===== config.mk =====
export PLATFORM = sky130hd
export DESIGN_NAME = tcmdbg_regs
export DESIGN_NICKNAME = d
export VERILOG_FILES = /design/src/tcmdbg_pkg.sv /design/src/tcmdbg_regs.sv
export SDC_FILE = /design/constraint.sdc
export NUM_CORES = 1
export LEC_CHECK = 0
export BUFFER_PORTS_ARGS = -buffer_cell sky130_fd_sc_hd__buf_4
export CAP_MARGIN = 0
export CORE_ASPECT_RATIO = 0.9
export CORE_MARGIN = 3
export CORE_UTILIZATION = 25
export CTS_BUF_LIST = sky130_fd_sc_hd__clkbuf_8
export CTS_CLUSTER_DIAMETER = 40
export CTS_CLUSTER_SIZE = 25
export DETAILED_ROUTE_END_ITERATION = 8
export SYNTH_ARGS = -nofsm -noshare
export SYNTH_HDL_FRONTEND = slang
export SYNTH_SLANG_ARGS = --single-unit

===== constraint.sdc =====
create_clock -name clk_sys -period 8.3 [get_ports clk_sys]
set_input_delay 0 -clock clk_sys [delete_from_list [all_inputs] [get_ports clk_sys]]
set_output_delay 0 -clock clk_sys [all_outputs]
set_load 0.005 [all_outputs]

===== src/tcmdbg_pkg.sv =====
// package: register selectors, field layout and reset values
package tcmdbg_pkg;

  // ****************************************************************
  // register selectors on the system coprocessor port
  // ****************************************************************
  localparam logic [2:0] SEL_INSTR_TCM_REGION      = 3'h0;
  localparam logic [2:0] SEL_POWER_CONTROL         = 3'h1;
  localparam logic [2:0] SEL_CACHE_DEBUG_OPERATION = 3'h2;
  localparam logic [2:0] SEL_DEBUG_DATA_LOW        = 3'h3;

  // ****************************************************************
  // field layout
  // ****************************************************************
  localparam int BASE_MSB   = 31;
  localparam int BASE_LSB   = 12;
  localparam int SIZE_MSB   = 5;
  localparam int SIZE_LSB   = 2;
  localparam int EN_BIT     = 0;
  localparam int CG_BIT     = 0;
  localparam int WAY_MSB    = 31;
  localparam int WAY_LSB    = 30;
  localparam int TCM_BIT    = 22;
  localparam int RAM_BIT    = 21;
  localparam int SIDE_BIT   = 20;
  localparam int IDX_MSB    = 13;
  localparam int IDX_LSB    = 5;
  localparam int WORD_MSB   = 4;
  localparam int WORD_LSB   = 2;
  localparam int TADR_MSB   = 16;
  localparam int TADR_LSB   = 2;
  localparam int DIR_BIT    = 0;

  // ****************************************************************
  // reset values and size codes
  // ****************************************************************
  localparam logic [19:0] BASE_HIGH_VEC = 20'hFFFF0;
  localparam logic [19:0] BASE_LOW      = 20'h00000;
  localparam logic [3:0]  SIZE_RESET    = 4'h0;
  localparam logic [3:0]  SIZE_0KB      = 4'h0;
  localparam logic [3:0]  SIZE_4KB      = 4'h3;
  localparam logic [3:0]  SIZE_128KB    = 4'h8;
  localparam logic        EN_FIXED      = 1'h0;

  // ****************************************************************
  // carriers
  // ****************************************************************
  typedef struct packed {
    logic        wr;
    logic        rd;
    logic        priv;
    logic [2:0]  sel;
    logic [31:0] wdata;
  } tcmdbg_cop_req_t;

  typedef struct packed {
    logic        start;
    logic        tcm;
    logic        data_ram;
    logic        instr_side;
    logic [1:0]  way;
    logic [8:0]  index;
    logic [2:0]  word;
    logic [14:0] tcm_addr;
    logic        write;
    logic [31:0] wdata;
  } tcmdbg_ram_req_t;

  typedef struct packed {
    logic [19:0] base;
    logic [3:0]  size;
    logic        size_valid;
    logic [5:0]  size_kb_log2;
    logic        enable;
  } tcmdbg_region_t;

endpackage : tcmdbg_pkg


===== src/tcmdbg_regs.sv =====
// system-control registers: tcm region, power control, cache debug
`timescale 1ns/100ps

module tcmdbg_regs #(
  parameter bit ITCM_PRESENT = 1'b1,
  parameter bit DUAL_CORE    = 1'b1
) (
  // clock, reset, enable
  input  wire logic                        clk_sys,
  input  wire logic                        reset,
  input  wire logic                        clk_en,
  // straps from pins
  input  wire logic                        tcm_init_strap_p0,
  input  wire logic                        high_vector_strap_p0,
  input  wire logic                        tcm_init_strap_p1,
  input  wire logic                        high_vector_strap_p1,
  // system coprocessor access, processor 0 and processor 1
  input  wire tcmdbg_pkg::tcmdbg_cop_req_t cop_req,
  input  wire logic                        cop_core1,
  output logic [31:0]                      cop_rdata,
  output logic                             cop_rvalid,
  output logic                             cop_busy,
  // debug ram port
  output tcmdbg_pkg::tcmdbg_ram_req_t      ram_req,
  input  wire logic                        ram_done,
  input  wire logic [31:0]                 ram_rdata,
  // control outputs
  output tcmdbg_pkg::tcmdbg_region_t       region_p0,
  output tcmdbg_pkg::tcmdbg_region_t       region_p1,
  output logic                             clock_gate_en
);

  // ****************************************************************
  // strap synchronisers and release capture
  // ****************************************************************
  logic [3:0] strap_meta_reg;
  logic [3:0] strap_sync_reg;
  logic [1:0] rel_cnt_reg;
  logic       loaded_reg;

  always_ff @(posedge clk_sys or posedge reset) begin
    if (reset) begin
      strap_meta_reg <= 4'h0;
      strap_sync_reg <= 4'h0;
    end else if (clk_en) begin
      strap_meta_reg <= {high_vector_strap_p1, tcm_init_strap_p1,
                         high_vector_strap_p0, tcm_init_strap_p0};
      strap_sync_reg <= strap_meta_reg;
    end
  end

  // straps settle two edges after release; load them on the third
  // a low enable stretches the count so the load never hits a frozen edge
  always_ff @(posedge clk_sys or posedge reset) begin
    if (reset) begin
      rel_cnt_reg <= 2'h0;
    end else if (clk_en && rel_cnt_reg != 2'h3) begin
      rel_cnt_reg <= rel_cnt_reg + 2'h1;
    end
  end

  wire strap_load = clk_en && (rel_cnt_reg == 2'h2) && !loaded_reg;

  always_ff @(posedge clk_sys or posedge reset) begin
    if (reset) begin
      loaded_reg <= 1'b0;
    end else if (strap_load) begin
      loaded_reg <= 1'b1;
    end
  end

  // ****************************************************************
  // access decode
  // ****************************************************************
  // a request while busy is dropped, not queued: software polls busy
  wire wr_en = clk_en && cop_req.wr && loaded_reg && !cop_busy;
  wire wr_itcm = wr_en && cop_req.priv &&
                 (cop_req.sel == tcmdbg_pkg::SEL_INSTR_TCM_REGION);
  wire wr_pwr  = wr_en &&
                 (cop_req.sel == tcmdbg_pkg::SEL_POWER_CONTROL);
  wire wr_dbg  = wr_en && cop_req.priv &&
                 (cop_req.sel == tcmdbg_pkg::SEL_CACHE_DEBUG_OPERATION);
  wire wr_dat  = wr_en && cop_req.priv &&
                 (cop_req.sel == tcmdbg_pkg::SEL_DEBUG_DATA_LOW);

  // ****************************************************************
  // instruction tcm region registers, one per processor
  // ****************************************************************
  logic [19:0] base_reg [2];
  logic [3:0]  size_reg [2];
  logic        en_reg   [2];

  for (genvar c = 0; c < 2; c++) begin : g_core
    wire init_s = strap_sync_reg[2*c];
    wire hvec_s = strap_sync_reg[2*c+1];
    wire wr_me  = wr_itcm && (cop_core1 == c[0]);
    always_ff @(posedge clk_sys or posedge reset) begin
      if (reset) begin
        base_reg[c] <= tcmdbg_pkg::BASE_LOW;
        size_reg[c] <= tcmdbg_pkg::SIZE_RESET;
        en_reg[c]   <= tcmdbg_pkg::EN_FIXED;
      end else if (strap_load && (c == 0 || DUAL_CORE)) begin
        base_reg[c] <= (init_s && hvec_s) ? tcmdbg_pkg::BASE_HIGH_VEC
                                          : tcmdbg_pkg::BASE_LOW;
        en_reg[c]   <= ITCM_PRESENT ? init_s : tcmdbg_pkg::EN_FIXED;
      end else if (wr_me && (c == 0 || DUAL_CORE)) begin
        base_reg[c] <= cop_req.wdata[tcmdbg_pkg::BASE_MSB:
                                     tcmdbg_pkg::BASE_LSB];
        size_reg[c] <= cop_req.wdata[tcmdbg_pkg::SIZE_MSB:
                                     tcmdbg_pkg::SIZE_LSB];
        if (ITCM_PRESENT) begin
          en_reg[c] <= cop_req.wdata[tcmdbg_pkg::EN_BIT];
        end
      end
    end
  end

  // size code to log2 of bytes; reserved codes flagged invalid
  function automatic tcmdbg_pkg::tcmdbg_region_t decode_region(
      input logic [19:0] base, input logic [3:0] size, input logic en);
    tcmdbg_pkg::tcmdbg_region_t r;
    r.base = base;
    r.size = size;
    r.enable = en;
    r.size_valid = (size == tcmdbg_pkg::SIZE_0KB) ||
                   ((size >= tcmdbg_pkg::SIZE_4KB) &&
                    (size <= tcmdbg_pkg::SIZE_128KB));
    r.size_kb_log2 = (r.size_valid && size != tcmdbg_pkg::SIZE_0KB)
                     ? {2'h0, size} + 6'h9 : 6'h0;
    return r;
  endfunction

  always_ff @(posedge clk_sys or posedge reset) begin
    if (reset) begin
      region_p0 <= '0;
      region_p1 <= '0;
    end else if (clk_en) begin
      region_p0 <= decode_region(base_reg[0], size_reg[0], en_reg[0]);
      region_p1 <= decode_region(base_reg[1], size_reg[1], en_reg[1]);
    end
  end

  // ****************************************************************
  // power control
  // ****************************************************************
  always_ff @(posedge clk_sys or posedge reset) begin
    if (reset) begin
      clock_gate_en <= 1'b0;
    end else if (wr_pwr) begin
      clock_gate_en <= cop_req.wdata[tcmdbg_pkg::CG_BIT];
    end
  end

  // ****************************************************************
  // debug operation and data register
  // ****************************************************************
  logic [31:0] dbg_data_reg;

  // tcm layout reuses the cache bit positions: qualify every field except write and
  // instr_side by the layout bit so no other cache field leaks into a tcm access
  logic        op_tcm;
  logic        op_data_ram;
  logic [1:0]  op_way;
  logic [8:0]  op_index;
  logic [2:0]  op_word;
  logic [14:0] op_tcm_addr;

  always_comb begin
    op_tcm      = cop_req.wdata[tcmdbg_pkg::TCM_BIT];
    op_data_ram = !op_tcm && cop_req.wdata[tcmdbg_pkg::RAM_BIT];
    op_way      = 2'h0;
    op_index    = 9'h000;
    op_word     = 3'h0;
    op_tcm_addr = 15'h0000;
    if (op_tcm) begin
      op_tcm_addr = cop_req.wdata[tcmdbg_pkg::TADR_MSB:
                                  tcmdbg_pkg::TADR_LSB];
    end else begin
      op_way   = cop_req.wdata[tcmdbg_pkg::WAY_MSB:
                               tcmdbg_pkg::WAY_LSB];
      op_index = cop_req.wdata[tcmdbg_pkg::IDX_MSB:
                               tcmdbg_pkg::IDX_LSB];
    end
    // word select means nothing to a tag access
    if (op_data_ram) begin
      op_word = cop_req.wdata[tcmdbg_pkg::WORD_MSB:
                              tcmdbg_pkg::WORD_LSB];
    end
  end

  always_ff @(posedge clk_sys or posedge reset) begin
    if (reset) begin
      ram_req <= '0;
    end else if (clk_en) begin
      if (wr_dbg) begin
        ram_req.start      <= 1'b1;
        ram_req.tcm        <= op_tcm;
        ram_req.data_ram   <= op_data_ram;
        ram_req.instr_side <= cop_req.wdata[tcmdbg_pkg::SIDE_BIT];
        ram_req.way        <= op_way;
        ram_req.index      <= op_index;
        ram_req.word       <= op_word;
        ram_req.tcm_addr   <= op_tcm_addr;
        ram_req.write      <= cop_req.wdata[tcmdbg_pkg::DIR_BIT];
        ram_req.wdata      <= dbg_data_reg;
      end else begin
        ram_req.start <= 1'b0;
      end
    end
  end

  // busy from launch until the ram reports done; stalls all accesses
  always_ff @(posedge clk_sys or posedge reset) begin
    if (reset) begin
      cop_busy <= 1'b0;
    end else if (clk_en) begin
      if (wr_dbg) begin
        cop_busy <= 1'b1;
      end else if (ram_done) begin
        cop_busy <= 1'b0;
      end
    end
  end

  always_ff @(posedge clk_sys or posedge reset) begin
    if (reset) begin
      dbg_data_reg <= 32'h00000000;
    end else if (clk_en) begin
      if (cop_busy && ram_done && !ram_req.write) begin
        dbg_data_reg <= ram_rdata;
      end else if (wr_dat) begin
        dbg_data_reg <= cop_req.wdata;
      end
    end
  end

  // ****************************************************************
  // read path
  // ****************************************************************
  logic [31:0] rd_mux;
  wire         c1 = cop_core1 && DUAL_CORE;

  always_comb begin
    rd_mux = 32'h00000000;
    case (cop_req.sel)
      tcmdbg_pkg::SEL_INSTR_TCM_REGION: begin
        rd_mux = {base_reg[c1], 6'h00, size_reg[c1], 1'b0, en_reg[c1]};
      end
      tcmdbg_pkg::SEL_POWER_CONTROL: begin
        rd_mux = {31'h00000000, clock_gate_en};
      end
      // write-only: launch fields are never read back
      tcmdbg_pkg::SEL_CACHE_DEBUG_OPERATION: begin
        rd_mux = 32'h00000000;
      end
      tcmdbg_pkg::SEL_DEBUG_DATA_LOW: begin
        rd_mux = dbg_data_reg;
      end
      default: begin
        rd_mux = 32'h00000000;
      end
    endcase
  end

  wire rd_en = clk_en && cop_req.rd && loaded_reg && !cop_busy &&
               (cop_req.priv ||
                cop_req.sel == tcmdbg_pkg::SEL_POWER_CONTROL);

  always_ff @(posedge clk_sys or posedge reset) begin
    if (reset) begin
      cop_rdata  <= 32'h00000000;
      cop_rvalid <= 1'b0;
    end else if (clk_en) begin
      cop_rvalid <= rd_en;
      cop_rdata  <= rd_en ? rd_mux : 32'h00000000;
    end
  end

endmodule // tcmdbg_regs


==> results.md <==
| Item | Reported |
|:---|:---|
| Start-to-end type of the worst setup path | reg2reg |
| Global-route total usage across every layer | 16.2% |
| Leak | 7.21 nW |
| Kind of path behind the tightest hold check | in2async |
| Pin count of the biggest net entering global routing | 141 |
| Largest vdd supply drop | 101 uV |
| Routability cong. | 0.775 |
| Via count of the first global-routing pass | 9,371 |
| WL final | 37,700 um |
| Flip-flop and latch count after synthesis | 256 |
| Global-route wire length before repair | 56,800 um |
| Antenna violations before repair | 3 |
| Top-area cell type share of the netlist area | 59.0% |
| Resized cells post-CTS | 0 |
| Required time worst endpoint | 8.77 ns |
| Placeable core region | 42,300 sq um |
| Residual antenna-violating net count after detailed routing | 0 |
| Detailed router's first-iteration violation count | 524 |
| Cell with the most instances after synthesis | sky130_fd_sc_hd__dfrtp_1 |
| Async set or reset register ratio after synthesis | 100% |
| Number of buffer cells added on primary ports | 241 |
| Final hold vios | 0 |
| Most common flop cell mapped by yosys | sky130_fd_sc_hd__dfrtp_1 |
| Effective utilization at floorplan | 25.7% |
| Element type at the critical path start | flop |
| Die Footprint | 46,000 sq um |
| Width of the die | 226 um |
| Category of cells accounting for the largest share of critical-path delay | simple AND/OR/NAND/NOR gates |
| Pre-Repair DR Iteration Count | 5 |
| Slew at the pin closest to its max-slew limit | 1.28 ns |
| Remaining DRCs | 0 |
| Synth-to-layout area growth | 40.5% |
| Status | finished, final reports clean |
| Post-DR vias/cell | 4.58 |
| Number of vias in the routed layout | 8,991 |
| Dominant cell type by count on the critical path | sky130_fd_sc_hd__dlygate4sd3_1 |
| Highest clock rate | 314 MHz |
| Total buffers and inverters traversed by the critical path | 2 |
| Worst-case setup margin in the final layout | 5.11 ns |
| Placement Setup Slack | 5.58 ns |
| Maximum fanout encountered on the critical timing path | 32 |
| Fin. max-slew vios | 0 |
| Data arrival time of the worst path | 3.66 ns |
| Area leader, netlist | sky130_fd_sc_hd__dfrtp_1 |
| Synthesized instance count | 1,052 |
| Die H | 204 um |
| Max-cap violation count | 0 |
| Total power density per cell area | 290 nW/um^2 |
| Per-instance average area after synthesis | 10.3 sq um |
| Clk buf depth | 3 |
| Fill cell instance count of the final layout | 4,198 |
| Count of buffers added by post-CTS timing repair for setup | 0 |
| Worst stage delay on the critical path | 0.79 ns |
| TritonCTS clock tree | yes |
| Count of endpoints failing setup in the final report | 0 |
| Unrepaired setup endpoints after global routing | no |
| Total half-perimeter wirelength after legalization and detailed placement | 24,200 um |
| Distinct cells, synth | 40 |
| Synth top cells by count | 256 x sky130_fd_sc_hd__dfrtp_1, 208 x sky130_fd_sc_hd__nand2_1, 106 x sky130_fd_sc_hd__nor2_1 |
| CP endpoint kind | flop |
| Layout cell share with drive strength beyond 1 | 31.0% |
| Final Critical Period | 3.19 ns |
| Number of nets in the layout | 1,464 |
| Number of ports placed on the die boundary | 244 |
| Max stage delay cell, worst path | sky130_fd_sc_hd__or2_2 |
| Num CTS Buffers | 44 |
| Area of the mapped netlist | 10,900 sq um |
| Final period utilization | 38.4% |
| CTS sink cnt | 256 |
| Clk root buf | sky130_fd_sc_hd__clkbuf_8 |
| Relative slew slack | 14.2% |
| Max H-tree Level | 2 |
| Count of hold buffers inserted by post-cts repair | 103 |
| Total grt overflow | 0 |
| Number of synthesized flops with an enable pin | 0 |
| Clock-pin slew on the worst setup and hold paths | 0.07 ns |
| Dominant cells by area after synthesis | sky130_fd_sc_hd__dfrtp_1 59%, sky130_fd_sc_hd__mux2_2 8.3%, sky130_fd_sc_hd__nand2_1 7.2%, sky130_fd_sc_hd__o22ai_1 3.8%, sky130_fd_sc_hd__nor2_1 3.7% |
| Max FFs per register | 66 |
| Insertion delay of the later-clocked pin in the worst-skew pair | 0.62 ns |
| Cell Rows | 71 |
| Setup TNS | 0 ns |
| Mean routed wirelength per cell | 19.2 um |
| CP cell instances | nand4bb_1, or2_2, o22ai_1, dlygate4sd3_1, nor2_1, dlygate4sd3_1 |
| Share of synthesized area occupied by flip-flops and latches | 59.0% |
| Number of warnings printed during yosys synthesis | 0 |
| Worst clock skew | 0.0369 ns |
[metal layers]
| metal | routed length [um] | vias up | part of all wire, % | global-route usage (%) |
|---|---|---|---|---|
| met2 | 17000 | 279 | 45 | 25.1 |
| met1 | 16700 | 4421 | 44 | 21.3 |
| li1 | - | 4206 | - | - |
| met5 | 27 | - | 0.072 | 0 |
| met3 | 2730 | 81 | 7.3 | 4.85 |
| met4 | 1190 | 4 | 3.2 | 6.33 |
[stage by stage]
step / util [%] / instances / power, mW / hold WS, ns / instance area, sq um
final: 36.1 / 1963 / 4.42 / 0.0530 / 15200
after global routing: 36.0 / 1962 / 4.68 / 0.0741 / 15200
after CTS: 36.0 / 1961 / 4.48 / 0.0353 / 15200
after detailed placement: 31.0 / 1777 / 2.94 / 0.208 / 13100
after global placement: 31.0 / 1777 / 2.91 / 0.200 / 13100
after floorplan: - / 1053 / 2.38 / 0.105 / 10900
[final timing paths]
path / slack (ns) / depth (start not counted) / endpoint / from
worst max register to register: 5.11 / 6 / dbg_data_reg[2]$_DFFE_PP0P_ / cop_busy$_DFFE_PP0P_
min in group clk_sys: 0.06 / 4 / cop_busy$_DFFE_PP0P_ / clk_en
worst max-delay path: 5.11 / 6 / dbg_data_reg[2]$_DFFE_PP0P_ / cop_busy$_DFFE_PP0P_
max in group asynchronous: 6.92 / 4 / ram_req[20]$_DFFE_PP0P_ / reset
worst min-delay path: 0.05 / 3 / ram_req[37]$_DFFE_PP0P_ / reset
worst min register to register: 0.47 / 2 / ram_req[42]$_DFFE_PP0P_ / ram_req[42]$_DFFE_PP0P_
[final cells by class]
class                           instances  area, sq um  share of cell area (%)
Antenna cell                            2         5.00                  0.0328
Clock inverter                         35          464                    3.04
Tap cell                              547          684                    4.49
Inverter                               54          210                    1.38
Multi-Input combinational cell        671         3930                    25.8
Clock buffer                           46          633                    4.15
Sequential cell                       256         6410                    42.0
Timing Repair Buffer                  352         2910                    19.1
[power breakdown]
part / leakage [nW] / internal (mW) / total [mW] / switching (mW)
sequential: 3.23 / 1.63 / 1.94 / 0.307
clock: 0.553 / 0.827 / 1.44 / 0.617
combinational: 3.43 / 0.613 / 1.04 / 0.425
total: 7.21 / 3.07 / 4.42 / 1.35
[cell usage in the layout (no fill, tap or decap), types with 2 or more instances in the layout]
master,count
sky130_fd_sc_hd__dfrtp_1,256
sky130_fd_sc_hd__buf_4,248
sky130_fd_sc_hd__nand2_1,208
sky130_fd_sc_hd__nor2_1,105
sky130_fd_sc_hd__dlygate4sd3_1,103
sky130_fd_sc_hd__mux2_2,80
sky130_fd_sc_hd__o22ai_1,66
sky130_fd_sc_hd__inv_1,55
sky130_fd_sc_hd__nor3_1,51
sky130_fd_sc_hd__clkbuf_8,46
sky130_fd_sc_hd__nand3_1,28
sky130_fd_sc_hd__o21ai_0,24
sky130_fd_sc_hd__a22oi_1,24
sky130_fd_sc_hd__nor3_2,17
sky130_fd_sc_hd__nand3b_1,12
sky130_fd_sc_hd__bufinv_16,9
sky130_fd_sc_hd__inv_6,7
sky130_fd_sc_hd__ha_1,6
sky130_fd_sc_hd__clkinv_2,6
sky130_fd_sc_hd__nand2b_1,5
sky130_fd_sc_hd__a21oi_1,5
sky130_fd_sc_hd__clkinvlp_4,5
sky130_fd_sc_hd__a31oi_1,4
sky130_fd_sc_hd__clkinv_4,4
sky130_fd_sc_hd__xnor2_1,3
sky130_fd_sc_hd__nor2b_1,3
sky130_fd_sc_hd__nand4_1,3
sky130_fd_sc_hd__inv_8,3
sky130_fd_sc_hd__diode_2,2
sky130_fd_sc_hd__nand3_2,2
sky130_fd_sc_hd__or2_2,2
sky130_fd_sc_hd__a21oi_4,2
sky130_fd_sc_hd__o21ai_1,2
sky130_fd_sc_hd__nand4b_1,2
sky130_fd_sc_hd__conb_1,2
[worst min-delay path, cell delays in order]
cell                            delay (ns)
sky130_fd_sc_hd__dlygate4sd3_1        0.55
sky130_fd_sc_hd__buf_4                0.16
sky130_fd_sc_hd__inv_8                0.48
[cells by family after synthesis]
family / synth area share [%]
XOR/XNOR: 0.242
AO/OA/AOI/OAI: 7.62
buffers and inverters: 5.26
other: 0.0346
AND/OR/NAND/NOR: 18.6
multiplexers: 8.39
flip-flops: 59.0
adder cells (fa/ha/maj): 0.784
No activity file was read; power rests on OpenSTA's default activity.
